==> src/rtl/irq_pkg.sv <==
// Constants shared by the interrupt enable and flag logic
package irq_pkg;
  // Register offsets on the plain register port
  localparam logic [7:0] ADDR_CONTROL = 8'h00;
  localparam logic [7:0] ADDR_ENABLE_ONE = 8'h01;
  localparam logic [7:0] ADDR_ENABLE_TWO = 8'h02;
  localparam logic [7:0] ADDR_EVENT_STATUS = 8'h03;
  localparam logic [7:0] ADDR_EVENT_MASK = 8'h04;
  localparam logic [7:0] ADDR_CORE_STATE = 8'h05;

  // Control register field positions
  localparam int CTL_GLOBAL_EN = 7;
  localparam int CTL_PERIPH_EN = 6;
  localparam int CTL_TIMER_ZERO_EN = 5;
  localparam int CTL_EXT_PIN_EN = 4;
  localparam int CTL_PIN_CHANGE_EN = 3;
  localparam int CTL_TIMER_ZERO_FLAG = 2;
  localparam int CTL_EXT_PIN_FLAG = 1;
  localparam int CTL_PIN_CHANGE_FLAG = 0;

  // Reset values and implemented-bit masks
  localparam logic [7:0] CONTROL_RESET = 8'h00;
  localparam logic [7:0] ENABLE_RESET = 8'h00;
  localparam logic [7:0] CONTROL_WRITABLE = 8'hfe;
  localparam logic [7:0] ENABLE_ONE_IMPL = 8'hff;
  localparam logic [7:0] ENABLE_TWO_IMPL = 8'hef;

  // Event status bits and their mask
  localparam int EV_TAKEN = 0;
  localparam int EV_RETURN = 1;
  localparam int EV_SPURIOUS = 2;
  localparam int EV_WIDTH = 3;
  localparam logic [2:0] EVENT_RESET = 3'h0;

  // Vector address loaded into the program counter on entry
  localparam logic [14:0] VECTOR_ADDR = 15'h0004;
  localparam logic [14:0] VECTOR_RESET = 15'h0000;

  // Core sequencing state as seen by this block
  typedef enum logic {CORE_RUN, CORE_SERVICE} core_state_t;
endpackage

==> src/rtl/edge_evt_if.sv <==
// Edge event carrier between the pin front end and the flag logic
`timescale 1ns/1ps
interface edge_evt_if;
  logic edge_select;
  logic edge_pulse;
  modport detector (input edge_select, output edge_pulse);
  modport consumer (output edge_select, input edge_pulse);
endinterface

==> src/rtl/ext_pin_edge.sv <==
// External pin synchroniser and edge detector
`timescale 1ns/1ps
module ext_pin_edge (
  input wire logic ref_clk,
  input wire logic rst,
  input wire logic ext_pin,
  edge_evt_if.detector evt
);
  logic sync_a;
  logic sync_b;
  logic pin_prev;
  logic next_sync_a;
  logic next_sync_b;
  logic next_pin_prev;
  logic next_pulse;
  logic pulse;

  // Two-stage synchroniser; only the second stage feeds the detector
  always_comb begin
    next_sync_a = ext_pin;
    next_sync_b = sync_a;
    next_pin_prev = sync_b;
    // Rising edge when select is high, falling edge otherwise
    if (evt.edge_select) begin
      next_pulse = sync_b & ~pin_prev;
    end else begin
      next_pulse = ~sync_b & pin_prev;
    end
  end

  always_ff @(posedge ref_clk or posedge rst) begin
    if (rst) begin
      sync_a <= 1'b0;
      sync_b <= 1'b0;
      pin_prev <= 1'b0;
      pulse <= 1'b0;
    end else begin
      sync_a <= next_sync_a;
      sync_b <= next_sync_b;
      pin_prev <= next_pin_prev;
      pulse <= next_pulse;
    end
  end

  assign evt.edge_pulse = pulse;
endmodule

==> src/rtl/irq_enable_flag_logic.sv <==
// Interrupt enable and flag gating with request toward the core
//
// How it works
// - Global enable bit 7 lets enabled sources request; cleared blocks all.
// - Peripheral enable bit 6 gates every source in the enable registers.
// - Flags set on their events whatever the enables say.
// - Timer zero overflow sets flag bit 2; enable bit 5, core level.
// - Valid external pin edge sets flag bit 1; enable bit 4.
// - Pin-change summary bit 0 reads one while any pin-change flag is set.
// - Summary bit is read-only; clears when all pin-change flags clear.
// - Pin-change enable bit 3 passes or blocks the summary flag.
// - First enable register holds eight peripheral enables, bit 7 to 0.
// - Second enable register holds seven enables at bits 7-5 and 3-0.
// - Second enable register bit 4 reads zero and ignores writes.
// - All implemented control and enable bits reset to zero.
// - Accepted request clears global enable and loads vector 0004h.
// - Return operation sets global enable again.
// - Edge select picks rising edge when set, falling when clear.
//
// The implementer's own choices: strobed register access and the address map.
`timescale 1ns/1ps
module irq_enable_flag_logic (
  input wire logic ref_clk,
  input wire logic rst,
  input wire logic [7:0] reg_addr,
  input wire logic [7:0] reg_wdata,
  input wire logic reg_wr,
  input wire logic reg_rd,
  output logic [7:0] reg_rdata,
  input wire logic timer_zero_ovf,
  input wire logic ext_pin,
  input wire logic ext_pin_edge_select,
  input wire logic pin_change_any,
  input wire logic [7:0] periph_flags_one,
  input wire logic [7:0] periph_flags_two,
  input wire logic irq_accept,
  input wire logic return_from_irq_op,
  output logic irq_request,
  output logic vector_load,
  output logic [14:0] vector_addr,
  output logic event_irq
);
  // Architectural registers
  logic [7:0] interrupt_control;
  logic [7:0] peripheral_irq_enable_one;
  logic [7:0] peripheral_irq_enable_two;
  logic [2:0] event_status;
  logic [2:0] event_mask;
  irq_pkg::core_state_t core_state;
  logic [7:0] rdata;
  logic load_pulse;
  logic [14:0] vector;

  // Next values
  logic [7:0] next_interrupt_control;
  logic [7:0] next_peripheral_irq_enable_one;
  logic [7:0] next_peripheral_irq_enable_two;
  logic [2:0] next_event_status;
  logic [2:0] next_event_mask;
  irq_pkg::core_state_t next_core_state;
  logic [7:0] next_rdata;
  logic next_load_pulse;
  logic [14:0] next_vector;

  // Decoded strobes and gating terms
  logic wr_control;
  logic wr_enable_one;
  logic wr_enable_two;
  logic wr_event_status;
  logic wr_event_mask;
  logic ext_edge;
  logic core_pending;
  logic periph_pending;
  logic take;
  logic spurious;
  logic [7:0] control_view;
  logic [7:0] periph_hits_one;
  logic [7:0] periph_hits_two;

  edge_evt_if edge_bus ();

  // External pin front end runs in this clock after a synchroniser
  ext_pin_edge u_ext_pin_edge (
    .ref_clk(ref_clk),
    .rst(rst),
    .ext_pin(ext_pin),
    .evt(edge_bus.detector)
  );

  // Edge select comes from logic on this clock, so no synchroniser
  assign edge_bus.edge_select = ext_pin_edge_select;
  assign ext_edge = edge_bus.edge_pulse;

  // Address decode for writes
  always_comb begin
    wr_control = 1'b0;
    wr_enable_one = 1'b0;
    wr_enable_two = 1'b0;
    wr_event_status = 1'b0;
    wr_event_mask = 1'b0;
    if (!reg_wr) begin
      wr_control = 1'b0;
    end else if (reg_addr == irq_pkg::ADDR_CONTROL) begin
      wr_control = 1'b1;
    end else if (reg_addr == irq_pkg::ADDR_ENABLE_ONE) begin
      wr_enable_one = 1'b1;
    end else if (reg_addr == irq_pkg::ADDR_ENABLE_TWO) begin
      wr_enable_two = 1'b1;
    end else if (reg_addr == irq_pkg::ADDR_EVENT_STATUS) begin
      wr_event_status = 1'b1;
    end else if (reg_addr == irq_pkg::ADDR_EVENT_MASK) begin
      wr_event_mask = 1'b1;
    end
  end

  // Per-source flag and enable pairs of both peripheral registers
  genvar i;
  generate
    for (i = 0; i < 8; i++) begin : g_pairs
      assign periph_hits_one[i] = periph_flags_one[i] &
        peripheral_irq_enable_one[i];
      assign periph_hits_two[i] = periph_flags_two[i] &
        peripheral_irq_enable_two[i];
    end
  endgenerate

  // Core-level sources are not subject to the peripheral enable
  always_comb begin
    core_pending =
      (interrupt_control[irq_pkg::CTL_TIMER_ZERO_EN] &
       interrupt_control[irq_pkg::CTL_TIMER_ZERO_FLAG]) |
      (interrupt_control[irq_pkg::CTL_EXT_PIN_EN] &
       interrupt_control[irq_pkg::CTL_EXT_PIN_FLAG]) |
      (interrupt_control[irq_pkg::CTL_PIN_CHANGE_EN] &
       pin_change_any);
    periph_pending = interrupt_control[irq_pkg::CTL_PERIPH_EN] &
      ((|periph_hits_one) | (|periph_hits_two));
  end

  // Single request line; a stale flag fires as soon as it is enabled
  assign irq_request = interrupt_control[irq_pkg::CTL_GLOBAL_EN] &
    (core_pending | periph_pending);

  // Accept only counts while a request stands, which implies global enable
  assign take = irq_accept & irq_request;
  assign spurious = irq_accept & ~irq_request;

  // Control register: hardware sets win over a firmware clear
  always_comb begin
    next_interrupt_control = interrupt_control;
    if (wr_control) begin
      next_interrupt_control = reg_wdata & irq_pkg::CONTROL_WRITABLE;
    end
    if (timer_zero_ovf) begin
      next_interrupt_control[irq_pkg::CTL_TIMER_ZERO_FLAG] = 1'b1;
    end
    if (ext_edge) begin
      next_interrupt_control[irq_pkg::CTL_EXT_PIN_FLAG] = 1'b1;
    end
    // Return re-arms; an accept in the same cycle wins and disarms
    if (return_from_irq_op) begin
      next_interrupt_control[irq_pkg::CTL_GLOBAL_EN] = 1'b1;
    end
    if (take) begin
      next_interrupt_control[irq_pkg::CTL_GLOBAL_EN] = 1'b0;
    end
  end

  // Enable registers; unimplemented bit stays zero
  always_comb begin
    next_peripheral_irq_enable_one = peripheral_irq_enable_one;
    next_peripheral_irq_enable_two = peripheral_irq_enable_two;
    if (wr_enable_one) begin
      next_peripheral_irq_enable_one =
        reg_wdata & irq_pkg::ENABLE_ONE_IMPL;
    end
    if (wr_enable_two) begin
      next_peripheral_irq_enable_two =
        reg_wdata & irq_pkg::ENABLE_TWO_IMPL;
    end
  end

  // Sticky event status, write one to clear; new events win the cycle
  always_comb begin
    next_event_status = event_status;
    next_event_mask = event_mask;
    if (wr_event_status) begin
      next_event_status = event_status & ~reg_wdata[2:0];
    end
    if (wr_event_mask) begin
      next_event_mask = reg_wdata[2:0];
    end
    if (take) begin
      next_event_status[irq_pkg::EV_TAKEN] = 1'b1;
    end
    if (return_from_irq_op) begin
      next_event_status[irq_pkg::EV_RETURN] = 1'b1;
    end
    if (spurious) begin
      next_event_status[irq_pkg::EV_SPURIOUS] = 1'b1;
    end
  end

  assign event_irq = |(event_status & event_mask);

  // Tracks whether the core is inside a handler
  always_comb begin
    next_core_state = core_state;
    case (core_state)
      irq_pkg::CORE_RUN: begin
        if (take) begin
          next_core_state = irq_pkg::CORE_SERVICE;
        end
      end
      irq_pkg::CORE_SERVICE: begin
        if (return_from_irq_op && !take) begin
          next_core_state = irq_pkg::CORE_RUN;
        end
      end
      default: begin
        next_core_state = irq_pkg::CORE_RUN;
      end
    endcase
  end

  // Vector load strobe and address toward the program counter
  always_comb begin
    next_load_pulse = take;
    next_vector = vector;
    if (take) begin
      next_vector = irq_pkg::VECTOR_ADDR;
    end
  end

  assign vector_load = load_pulse;
  assign vector_addr = vector;

  // Summary flag is live from the pin-change flags, never stored here
  always_comb begin
    control_view = interrupt_control;
    control_view[irq_pkg::CTL_PIN_CHANGE_FLAG] = pin_change_any;
  end

  // Read mux; data stand only in the cycle after the strobe
  always_comb begin
    next_rdata = 8'h00;
    if (!reg_rd) begin
      next_rdata = 8'h00;
    end else if (reg_addr == irq_pkg::ADDR_CONTROL) begin
      next_rdata = control_view;
    end else if (reg_addr == irq_pkg::ADDR_ENABLE_ONE) begin
      next_rdata = peripheral_irq_enable_one;
    end else if (reg_addr == irq_pkg::ADDR_ENABLE_TWO) begin
      next_rdata = peripheral_irq_enable_two;
    end else if (reg_addr == irq_pkg::ADDR_EVENT_STATUS) begin
      next_rdata = {5'h00, event_status};
    end else if (reg_addr == irq_pkg::ADDR_EVENT_MASK) begin
      next_rdata = {5'h00, event_mask};
    end else if (reg_addr == irq_pkg::ADDR_CORE_STATE) begin
      next_rdata = {7'h00, core_state == irq_pkg::CORE_SERVICE};
    end
  end

  assign reg_rdata = rdata;

  // Control register; every reset kind clears it, so requests start off
  always_ff @(posedge ref_clk or posedge rst) begin
    if (rst) begin
      interrupt_control <= irq_pkg::CONTROL_RESET;
    end else begin
      interrupt_control <= next_interrupt_control;
    end
  end

  // Enable registers share the reset of the control register
  always_ff @(posedge ref_clk or posedge rst) begin
    if (rst) begin
      peripheral_irq_enable_one <= irq_pkg::ENABLE_RESET;
      peripheral_irq_enable_two <= irq_pkg::ENABLE_RESET;
    end else begin
      peripheral_irq_enable_one <= next_peripheral_irq_enable_one;
      peripheral_irq_enable_two <= next_peripheral_irq_enable_two;
    end
  end

  // Event status and its mask
  always_ff @(posedge ref_clk or posedge rst) begin
    if (rst) begin
      event_status <= irq_pkg::EVENT_RESET;
      event_mask <= irq_pkg::EVENT_RESET;
    end else begin
      event_status <= next_event_status;
      event_mask <= next_event_mask;
    end
  end

  // Handler tracking; a reset leaves the core outside any handler
  always_ff @(posedge ref_clk or posedge rst) begin
    if (rst) begin
      core_state <= irq_pkg::CORE_RUN;
    end else begin
      core_state <= next_core_state;
    end
  end

  // Vector strobe and address toward the program counter
  always_ff @(posedge ref_clk or posedge rst) begin
    if (rst) begin
      load_pulse <= 1'b0;
      vector <= irq_pkg::VECTOR_RESET;
    end else begin
      load_pulse <= next_load_pulse;
      vector <= next_vector;
    end
  end

  // Read data register; cleared so nothing stale shows after reset
  always_ff @(posedge ref_clk or posedge rst) begin
    if (rst) begin
      rdata <= 8'h00;
    end else begin
      rdata <= next_rdata;
    end
  end
endmodule

==> config.mk <==
export PLATFORM = sky130hd
export DESIGN_NAME = irq_enable_flag_logic
export DESIGN_NICKNAME = d
export VERILOG_FILES = /design/src/rtl/irq_pkg.sv /design/src/rtl/edge_evt_if.sv /design/src/rtl/ext_pin_edge.sv /design/src/rtl/irq_enable_flag_logic.sv
export SDC_FILE = /design/constraint.sdc
export NUM_CORES = 1
export LEC_CHECK = 0
export BUFFER_PORTS_ARGS = -buffer_cell sky130_fd_sc_hd__buf_4
export CORE_MARGIN = 2
export CORE_UTILIZATION = 40
export CTS_BUF_LIST = sky130_fd_sc_hd__clkbuf_16
export DETAILED_ROUTE_END_ITERATION = 12
export PLACE_DENSITY_LB_ADDON = 0.2
export SKIP_CTS_REPAIR_TIMING = 1
export SLEW_MARGIN = 20
export SYNTH_ARGS = -nofsm -noshare
export SYNTH_HDL_FRONTEND = slang
export SYNTH_SLANG_ARGS = --single-unit
==> constraint.sdc <==
create_clock -name ref_clk -period 2.35 [get_ports ref_clk]
set_input_delay 0.3525 -clock ref_clk [delete_from_list [all_inputs] [get_ports ref_clk]]
set_output_delay 0.3525 -clock ref_clk [all_outputs]
set_load 0.005 [all_outputs]
==> run_results.csv, run 1 <==
group,metric,value,unit
outcome,outcome,"completed",
synth,yosysUniqueCellTypes,36,
cells_and_area,area_growth,27.4,%
job,cap_violations,0,
synth,synth-seq-cells,43,
setup_path,cp-start-kind,"flip-flop",
global_route,grt_max_degree,44,
timing,fmax,458,MHz
synth,synth_area,2070,um^2
timing,finalCritPeriodShare,0.930,
setup_path,critPathKind,"reg2out",
clock_tree,insertion_delay,0.28,ns
synth,syn_avg_cell_area,11.6,um^2
drt,ant_nets,0,
timing,rsz0062_at_grt,"no",
setup_path,worstReg2RegStart,"peripheral_irq_enable_one[5]",
setup_path,reg2reg_slack,0.52,ns
clock_tree,cts-root-buf,"clkbuf_16",
global_route,grt_first_pass_wirelength,7.91,mm
cells_and_area,final_util,0.523,
pwr,internal-power,1.39,mW
placement,dp_hpwl,3.46,mm
cells_and_area,register_area,1080,um^2
timing,finalSetupTns,0,ns
setup_path,crit_end,"irq_request",
floorplan,core-area,5040,um^2
synth,ys_seq_area_frac,0.520,
global_route,grt_pass1_vias,1508,
synth,synth-edff-count,0,
timing,setup_viol,0,
setup_path,worst-endpoint-required,2.00,ns
drt,wl,4.65,mm
setup_path,r2r-end,"vector_addr[2]",
clock_tree,cts_htree_levels,2,
cells_and_area,nets,276,
clock_tree,cts.clk_slew.worst_paths,0.06,ns
floorplan,pin_count,68,
setup_path,end_kind,"output pin",
floorplan,die_h,76.0,um
global_route,grt_usage,0.173,
timing,finalHoldViolations,0,
setup_path,worstSetupStartpoint,"peripheral_irq_enable_one[5]",
worst_hold_path,worstHoldStart,"ext_pin",
pwr,combPwrFrac,0.117,
pwr,clkPwrFrac,0.426,
timing,fin_skew,0.00570,ns
synth,netlist_instances,179,
drt,viasPerCell,5.09,
pwr,p_sw_frac,0.220,
drt,num_vias,1553,
clock_tree,clockBufferDepth,2,
global_route,grt_overflow,0,
floorplan,die_area,5770,um^2
placement,portBuffers,52,
cells_and_area,antenna_cells,0,
clock_tree,cts_tree,"built",
drt,drtPass1Iterations,5,
placement,gp_congestion,0.848,
pwr,power_per_cell_area,677,nW/um^2
synth,synthFlopType,"dfrtp_1",
cells_and_area,num-fill-cells,455,
timing,holdWs,0.180,ns
pwr,ir_drop,0.355,mV
timing,worst_pin_slew,0.549,ns
setup_path,reg2reg_depth,5,
setup_path,path_max_fanout,3,
setup_path,cp.arrival,1.83,ns
clock_tree,cts_buffers,5,
drt,wl_per_cell,15.3,um
floorplan,row_count,26,
timing,fin_crit,2.18,ns
cells_and_area,drive_gt1_frac,0.391,
drt,drcViolationCount,0,
pwr,p_switching,0.393,mW
floorplan,die_w,76.0,um
synth,synthArstFlopShare,1.00,
timing,drv_slew,0,
pwr,leakage,1.32,nW
worst_hold_path,hp-class,"in2reg",
global_route,antenna_found_initial,0,
synth,yosys_warnings,0,
clock_tree,clock_sinks,43,
floorplan,initial_core_util,0.411,
pwr,seqPwrFrac,0.458,
drt,first_iter_violations,133,
cells_and_area,multiInputGateArea,891,um^2
timing,slew_headroom,0.634,
[cell type report]
cell class                 count  share of cell area
clock inverter                 3              0.0147
clock buffer                   5              0.0474
multi-input combinational    125               0.338
inverter                       6             0.00853
sequential                    43               0.408
timing repair buffer          53               0.151
tap                           70              0.0332
[per-layer routing]
layer  share of wire  GRT usage
met1            0.44      0.234
met5               0          0
met3           0.071     0.0512
met4           0.011     0.0618
met2            0.48      0.268
[registers in the layout (all words and copies together), names as in the netlist]
register                       cells
interrupt_control                  7
vector_load                        1
vector_addr                        1
peripheral_irq_enable_two          7
event_status                       3
event_mask                         3
u_ext_pin_edge.next_sync_b         1
u_ext_pin_edge.evt.edge_pulse      1
peripheral_irq_enable_one          8
u_ext_pin_edge.next_pin_prev       1
u_ext_pin_edge.pin_prev            1
reg_rdata                          8
core_state                         1
[synth_stat cells (4+ instances only)]
cell,n,area [um^2]
mux2_2,22,248
o21ai_0,9,45.0
mux2i_1,6,60.1
nand2_1,12,45.0
nor2_1,14,52.6
buf_4,14,105
a22oi_1,6,45.0
inv_1,6,22.5
nor3_1,4,20.0
a21oi_1,4,20.0
dfrtp_1,43,1080
[through the flow]
| step | worst slack [ns] | power [mW] | cells | cell area (um^2) |
|---|---|---|---|---|
| 2_1_floorplan | 0.490 | 0.945 | 192 | 2120 |
| 3_3_place_gp | 0.203 | 1.04 | 297 | 2470 |
| 3_5_place_dp | 0.195 | 1.04 | 297 | 2470 |
| 4_1_cts | 0.0805 | 1.80 | 305 | 2630 |
| 5_1_grt | 0.0527 | 1.87 | 305 | 2640 |
| 6_report | 0.165 | 1.79 | 305 | 2640 |
[worst max-delay path: stages, from the launching register on]
cell      delay [ns]
dfrtp_1         0.39
a222oi_1        0.39
nand3_1         0.14
o31ai_2         0.27
and2_1          0.19
nor2b_1         0.05
buf_4           0.12
[worst min-delay path by stage]
| stage | to | cells past startpoint |
|---|---|---|
| finish | u_ext_pin_edge.next_sync_b | 1 |
| global route | u_ext_pin_edge.next_sync_b | 1 |
| CTS | u_ext_pin_edge.next_sync_b | 1 |
| detailed placement | u_ext_pin_edge.next_pin_prev | 0 |
| global placement | u_ext_pin_edge.next_pin_prev | 0 |
| floorplan | u_ext_pin_edge.next_pin_prev | 0 |
[logic make-up after synthesis]
| family | after synthesis | synth area share |
|---|---|---|
| buffers and inverters | 24 | 0.0761 |
| flip-flops | 43 | 0.520 |
| AO/OA/AOI/OAI | 38 | 0.134 |
| multiplexers | 28 | 0.149 |
| other | 1 | 0.00181 |
| AND/OR/NAND/NOR | 45 | 0.120 |
[cells in the final DEF (no fill, tap or decap), types with 2 or more instances in the layout]
master	instances
inv_1	6
a222oi_1	3
mux2_2	22
a221o_2	2
o31ai_1	2
mux2i_1	6
nor3_1	4
o21ai_0	9
a21o_1	3
dfrtp_1	43
nor2_1	14
a211o_1	3
nor2b_1	2
conb_1	14
a21oi_1	4
o2bb2ai_1	3
clkbuf_16	5
nand2_1	12
buf_4	53
a22oi_1	6
[power by group through the flow]
stage | Combinational [mW] | Sequential (mW) | Clock (mW)
after global placement | 0.207 | 0.831 | 0
final | 0.209 | 0.818 | 0.761
after floorplan | 0.124 | 0.821 | 0
after detailed placement | 0.209 | 0.831 | 0
after CTS | 0.211 | 0.818 | 0.776
after global routing | 0.233 | 0.824 | 0.809
Note: power is estimated with default switching activity, not from simulation.
==> run 2: changes to the inputs <==
Settings changed: SETUP_SLACK_MARGIN set to 0.2.
==> run_results.csv, run 2 (synthesized netlist as in run 1, its figures left out) <==
group,metric,value,unit
outcome,outcome,"completed",
setup_path,r2r-end,"vector_addr[2]",
timing,worst_pin_slew,0.549,ns
global_route,grt_max_degree,44,
floorplan,initial_core_util,0.411,
timing,finalHoldViolations,0,
timing,finalSetupTns,0,ns
clock_tree,clock_sinks,43,
global_route,grt_first_pass_wirelength,7.91,mm
drt,drcViolationCount,0,
pwr,leakage,1.32,nW
worst_hold_path,worstHoldStart,"ext_pin",
clock_tree,clockBufferDepth,2,
drt,viasPerCell,5.09,
worst_hold_path,min_path_cells,1,
drt,met3_length,329,um
floorplan,die_w,76.0,um
cells_and_area,register_area,1080,um^2
cells_and_area,nets,276,
setup_path,path_max_fanout,3,
placement,place_area,2470,um^2
clock_tree,insertion_delay,0.28,ns
placement,gp_congestion,0.848,
clock_tree,cts_tree,"built",
placement,dp_hpwl,3.46,mm
cells_and_area,area_growth,27.4,%
cells_and_area,drive_gt1_frac,0.391,
pwr,ir_drop,0.355,mV
clock_tree,cts-root-buf,"clkbuf_16",
floorplan,core-area,5040,um^2
cells_and_area,mostFrequentLayoutCell,"buf_4",
worst_hold_path,min_to,"u_ext_pin_edge.next_sync_b",
global_route,antenna_found_initial,0,
timing,drv_slew,0,
timing,slew_headroom,0.634,
global_route,grt_usage,0.173,
setup_path,critPathKind,"reg2out",
clock_tree,cts.clk_slew.worst_paths,0.06,ns
pwr,power_per_cell_area,677,nW/um^2
cells_and_area,most-common-layout-cells,"buf_4, dfrtp_1, mux2_2",
setup_path,cp-start-kind,"flip-flop",
timing,fmax,458,MHz
timing,rsz0062_at_grt,"yes",
timing,setup_viol,0,
drt,ant_nets,0,
drt,wl,4.65,mm
timing,fin_skew,0.00570,ns
placement,portBuffers,52,
clock_tree,cts_buffers,5,
floorplan,die_area,5770,um^2
cells_and_area,antenna_cells,0,
setup_path,worstReg2RegStart,"peripheral_irq_enable_one[5]",
cells_and_area,multiInputGateArea,891,um^2
drt,num_vias,1553,
drt,wl_per_cell,15.3,um
drt,drtPass1Iterations,5,
job,cap_violations,0,
timing,finalCritPeriodShare,0.930,
drt,first_iter_violations,133,
timing,fin_crit,2.18,ns
drt,wl_met2,2.23,mm
floorplan,die_h,76.0,um
drt,wl_met1,2.04,mm
cells_and_area,design_area,2640,um^2
clock_tree,cts_htree_levels,2,
floorplan,pin_count,68,
global_route,grt_overflow,0,
worst_hold_path,hp-class,"in2reg",
global_route,grt_pass1_vias,1508,
drt,top_layer,"met4",
setup_path,worst-endpoint-required,2.00,ns
setup_path,reg2reg_slack,0.52,ns
setup_path,reg2reg_depth,5,
setup_path,cp.arrival,1.83,ns
setup_path,end_kind,"output pin",
cells_and_area,num-fill-cells,455,
floorplan,row_count,26,
run 2: cell counts in the layout (fill, tap and decap cells not counted):
No cell type changed its count.
run 2: cell type report:
class	instances	share of cell area
sequential	43	0.408
multi-input combinational	125	0.338
timing repair buffer	53	0.151
clock buffer	5	0.0474
tap	70	0.0332
clock inverter	3	0.0147
inverter	6	0.00853
run 2: worst max path at each step:
stage / startpoint / slack (ns) / end / cells after the start
after detailed placement: reg_addr[7] / 0.19 / peripheral_irq_enable_one[3] / 5
final: peripheral_irq_enable_one[5] / 0.17 / irq_request / 6
after global placement: reg_addr[7] / 0.20 / peripheral_irq_enable_one[3] / 5
after CTS: peripheral_irq_enable_one[5] / 0.08 / irq_request / 6
after floorplan: reg_addr[7] / 0.49 / event_status[2] / 5
after global routing: peripheral_irq_enable_one[5] / 0.05 / irq_request / 6
run 2: power breakdown:
part | total [mW] | switching (mW) | internal (mW)
combinational | 0.209 | 0.0940 | 0.115
clock | 0.761 | 0.266 | 0.495
sequential | 0.818 | 0.0329 | 0.785
total | 1.79 | 0.393 | 1.39
run 2: critical path: stages, from the launching register on:
cell      delay (ns)
dfrtp_1         0.39
a222oi_1        0.39
nand3_1         0.14
o31ai_2         0.27
and2_1          0.19
nor2b_1         0.05
buf_4           0.12
run 2: stage by stage:
step           worst slack (ns)  hold WS [ns]  power [mW]  instances   util
6_report                  0.165         0.180        1.79        305  0.523
2_1_floorplan             0.490         0.331       0.945        192      -
3_5_place_dp              0.195         0.339        1.04        297  0.490
3_3_place_gp              0.203         0.335        1.04        297  0.490
4_1_cts                  0.0805         0.175        1.80        305  0.522
5_1_grt                  0.0527         0.171        1.87        305  0.523
run 2: metal layers:
layer / track usage / vias to the layer above
li1: - / 726
met1: 0.234 / 758
met2: 0.268 / 62
met3: 0.0512 / 7
met4: 0.0618 / 0
met5: 0 / -
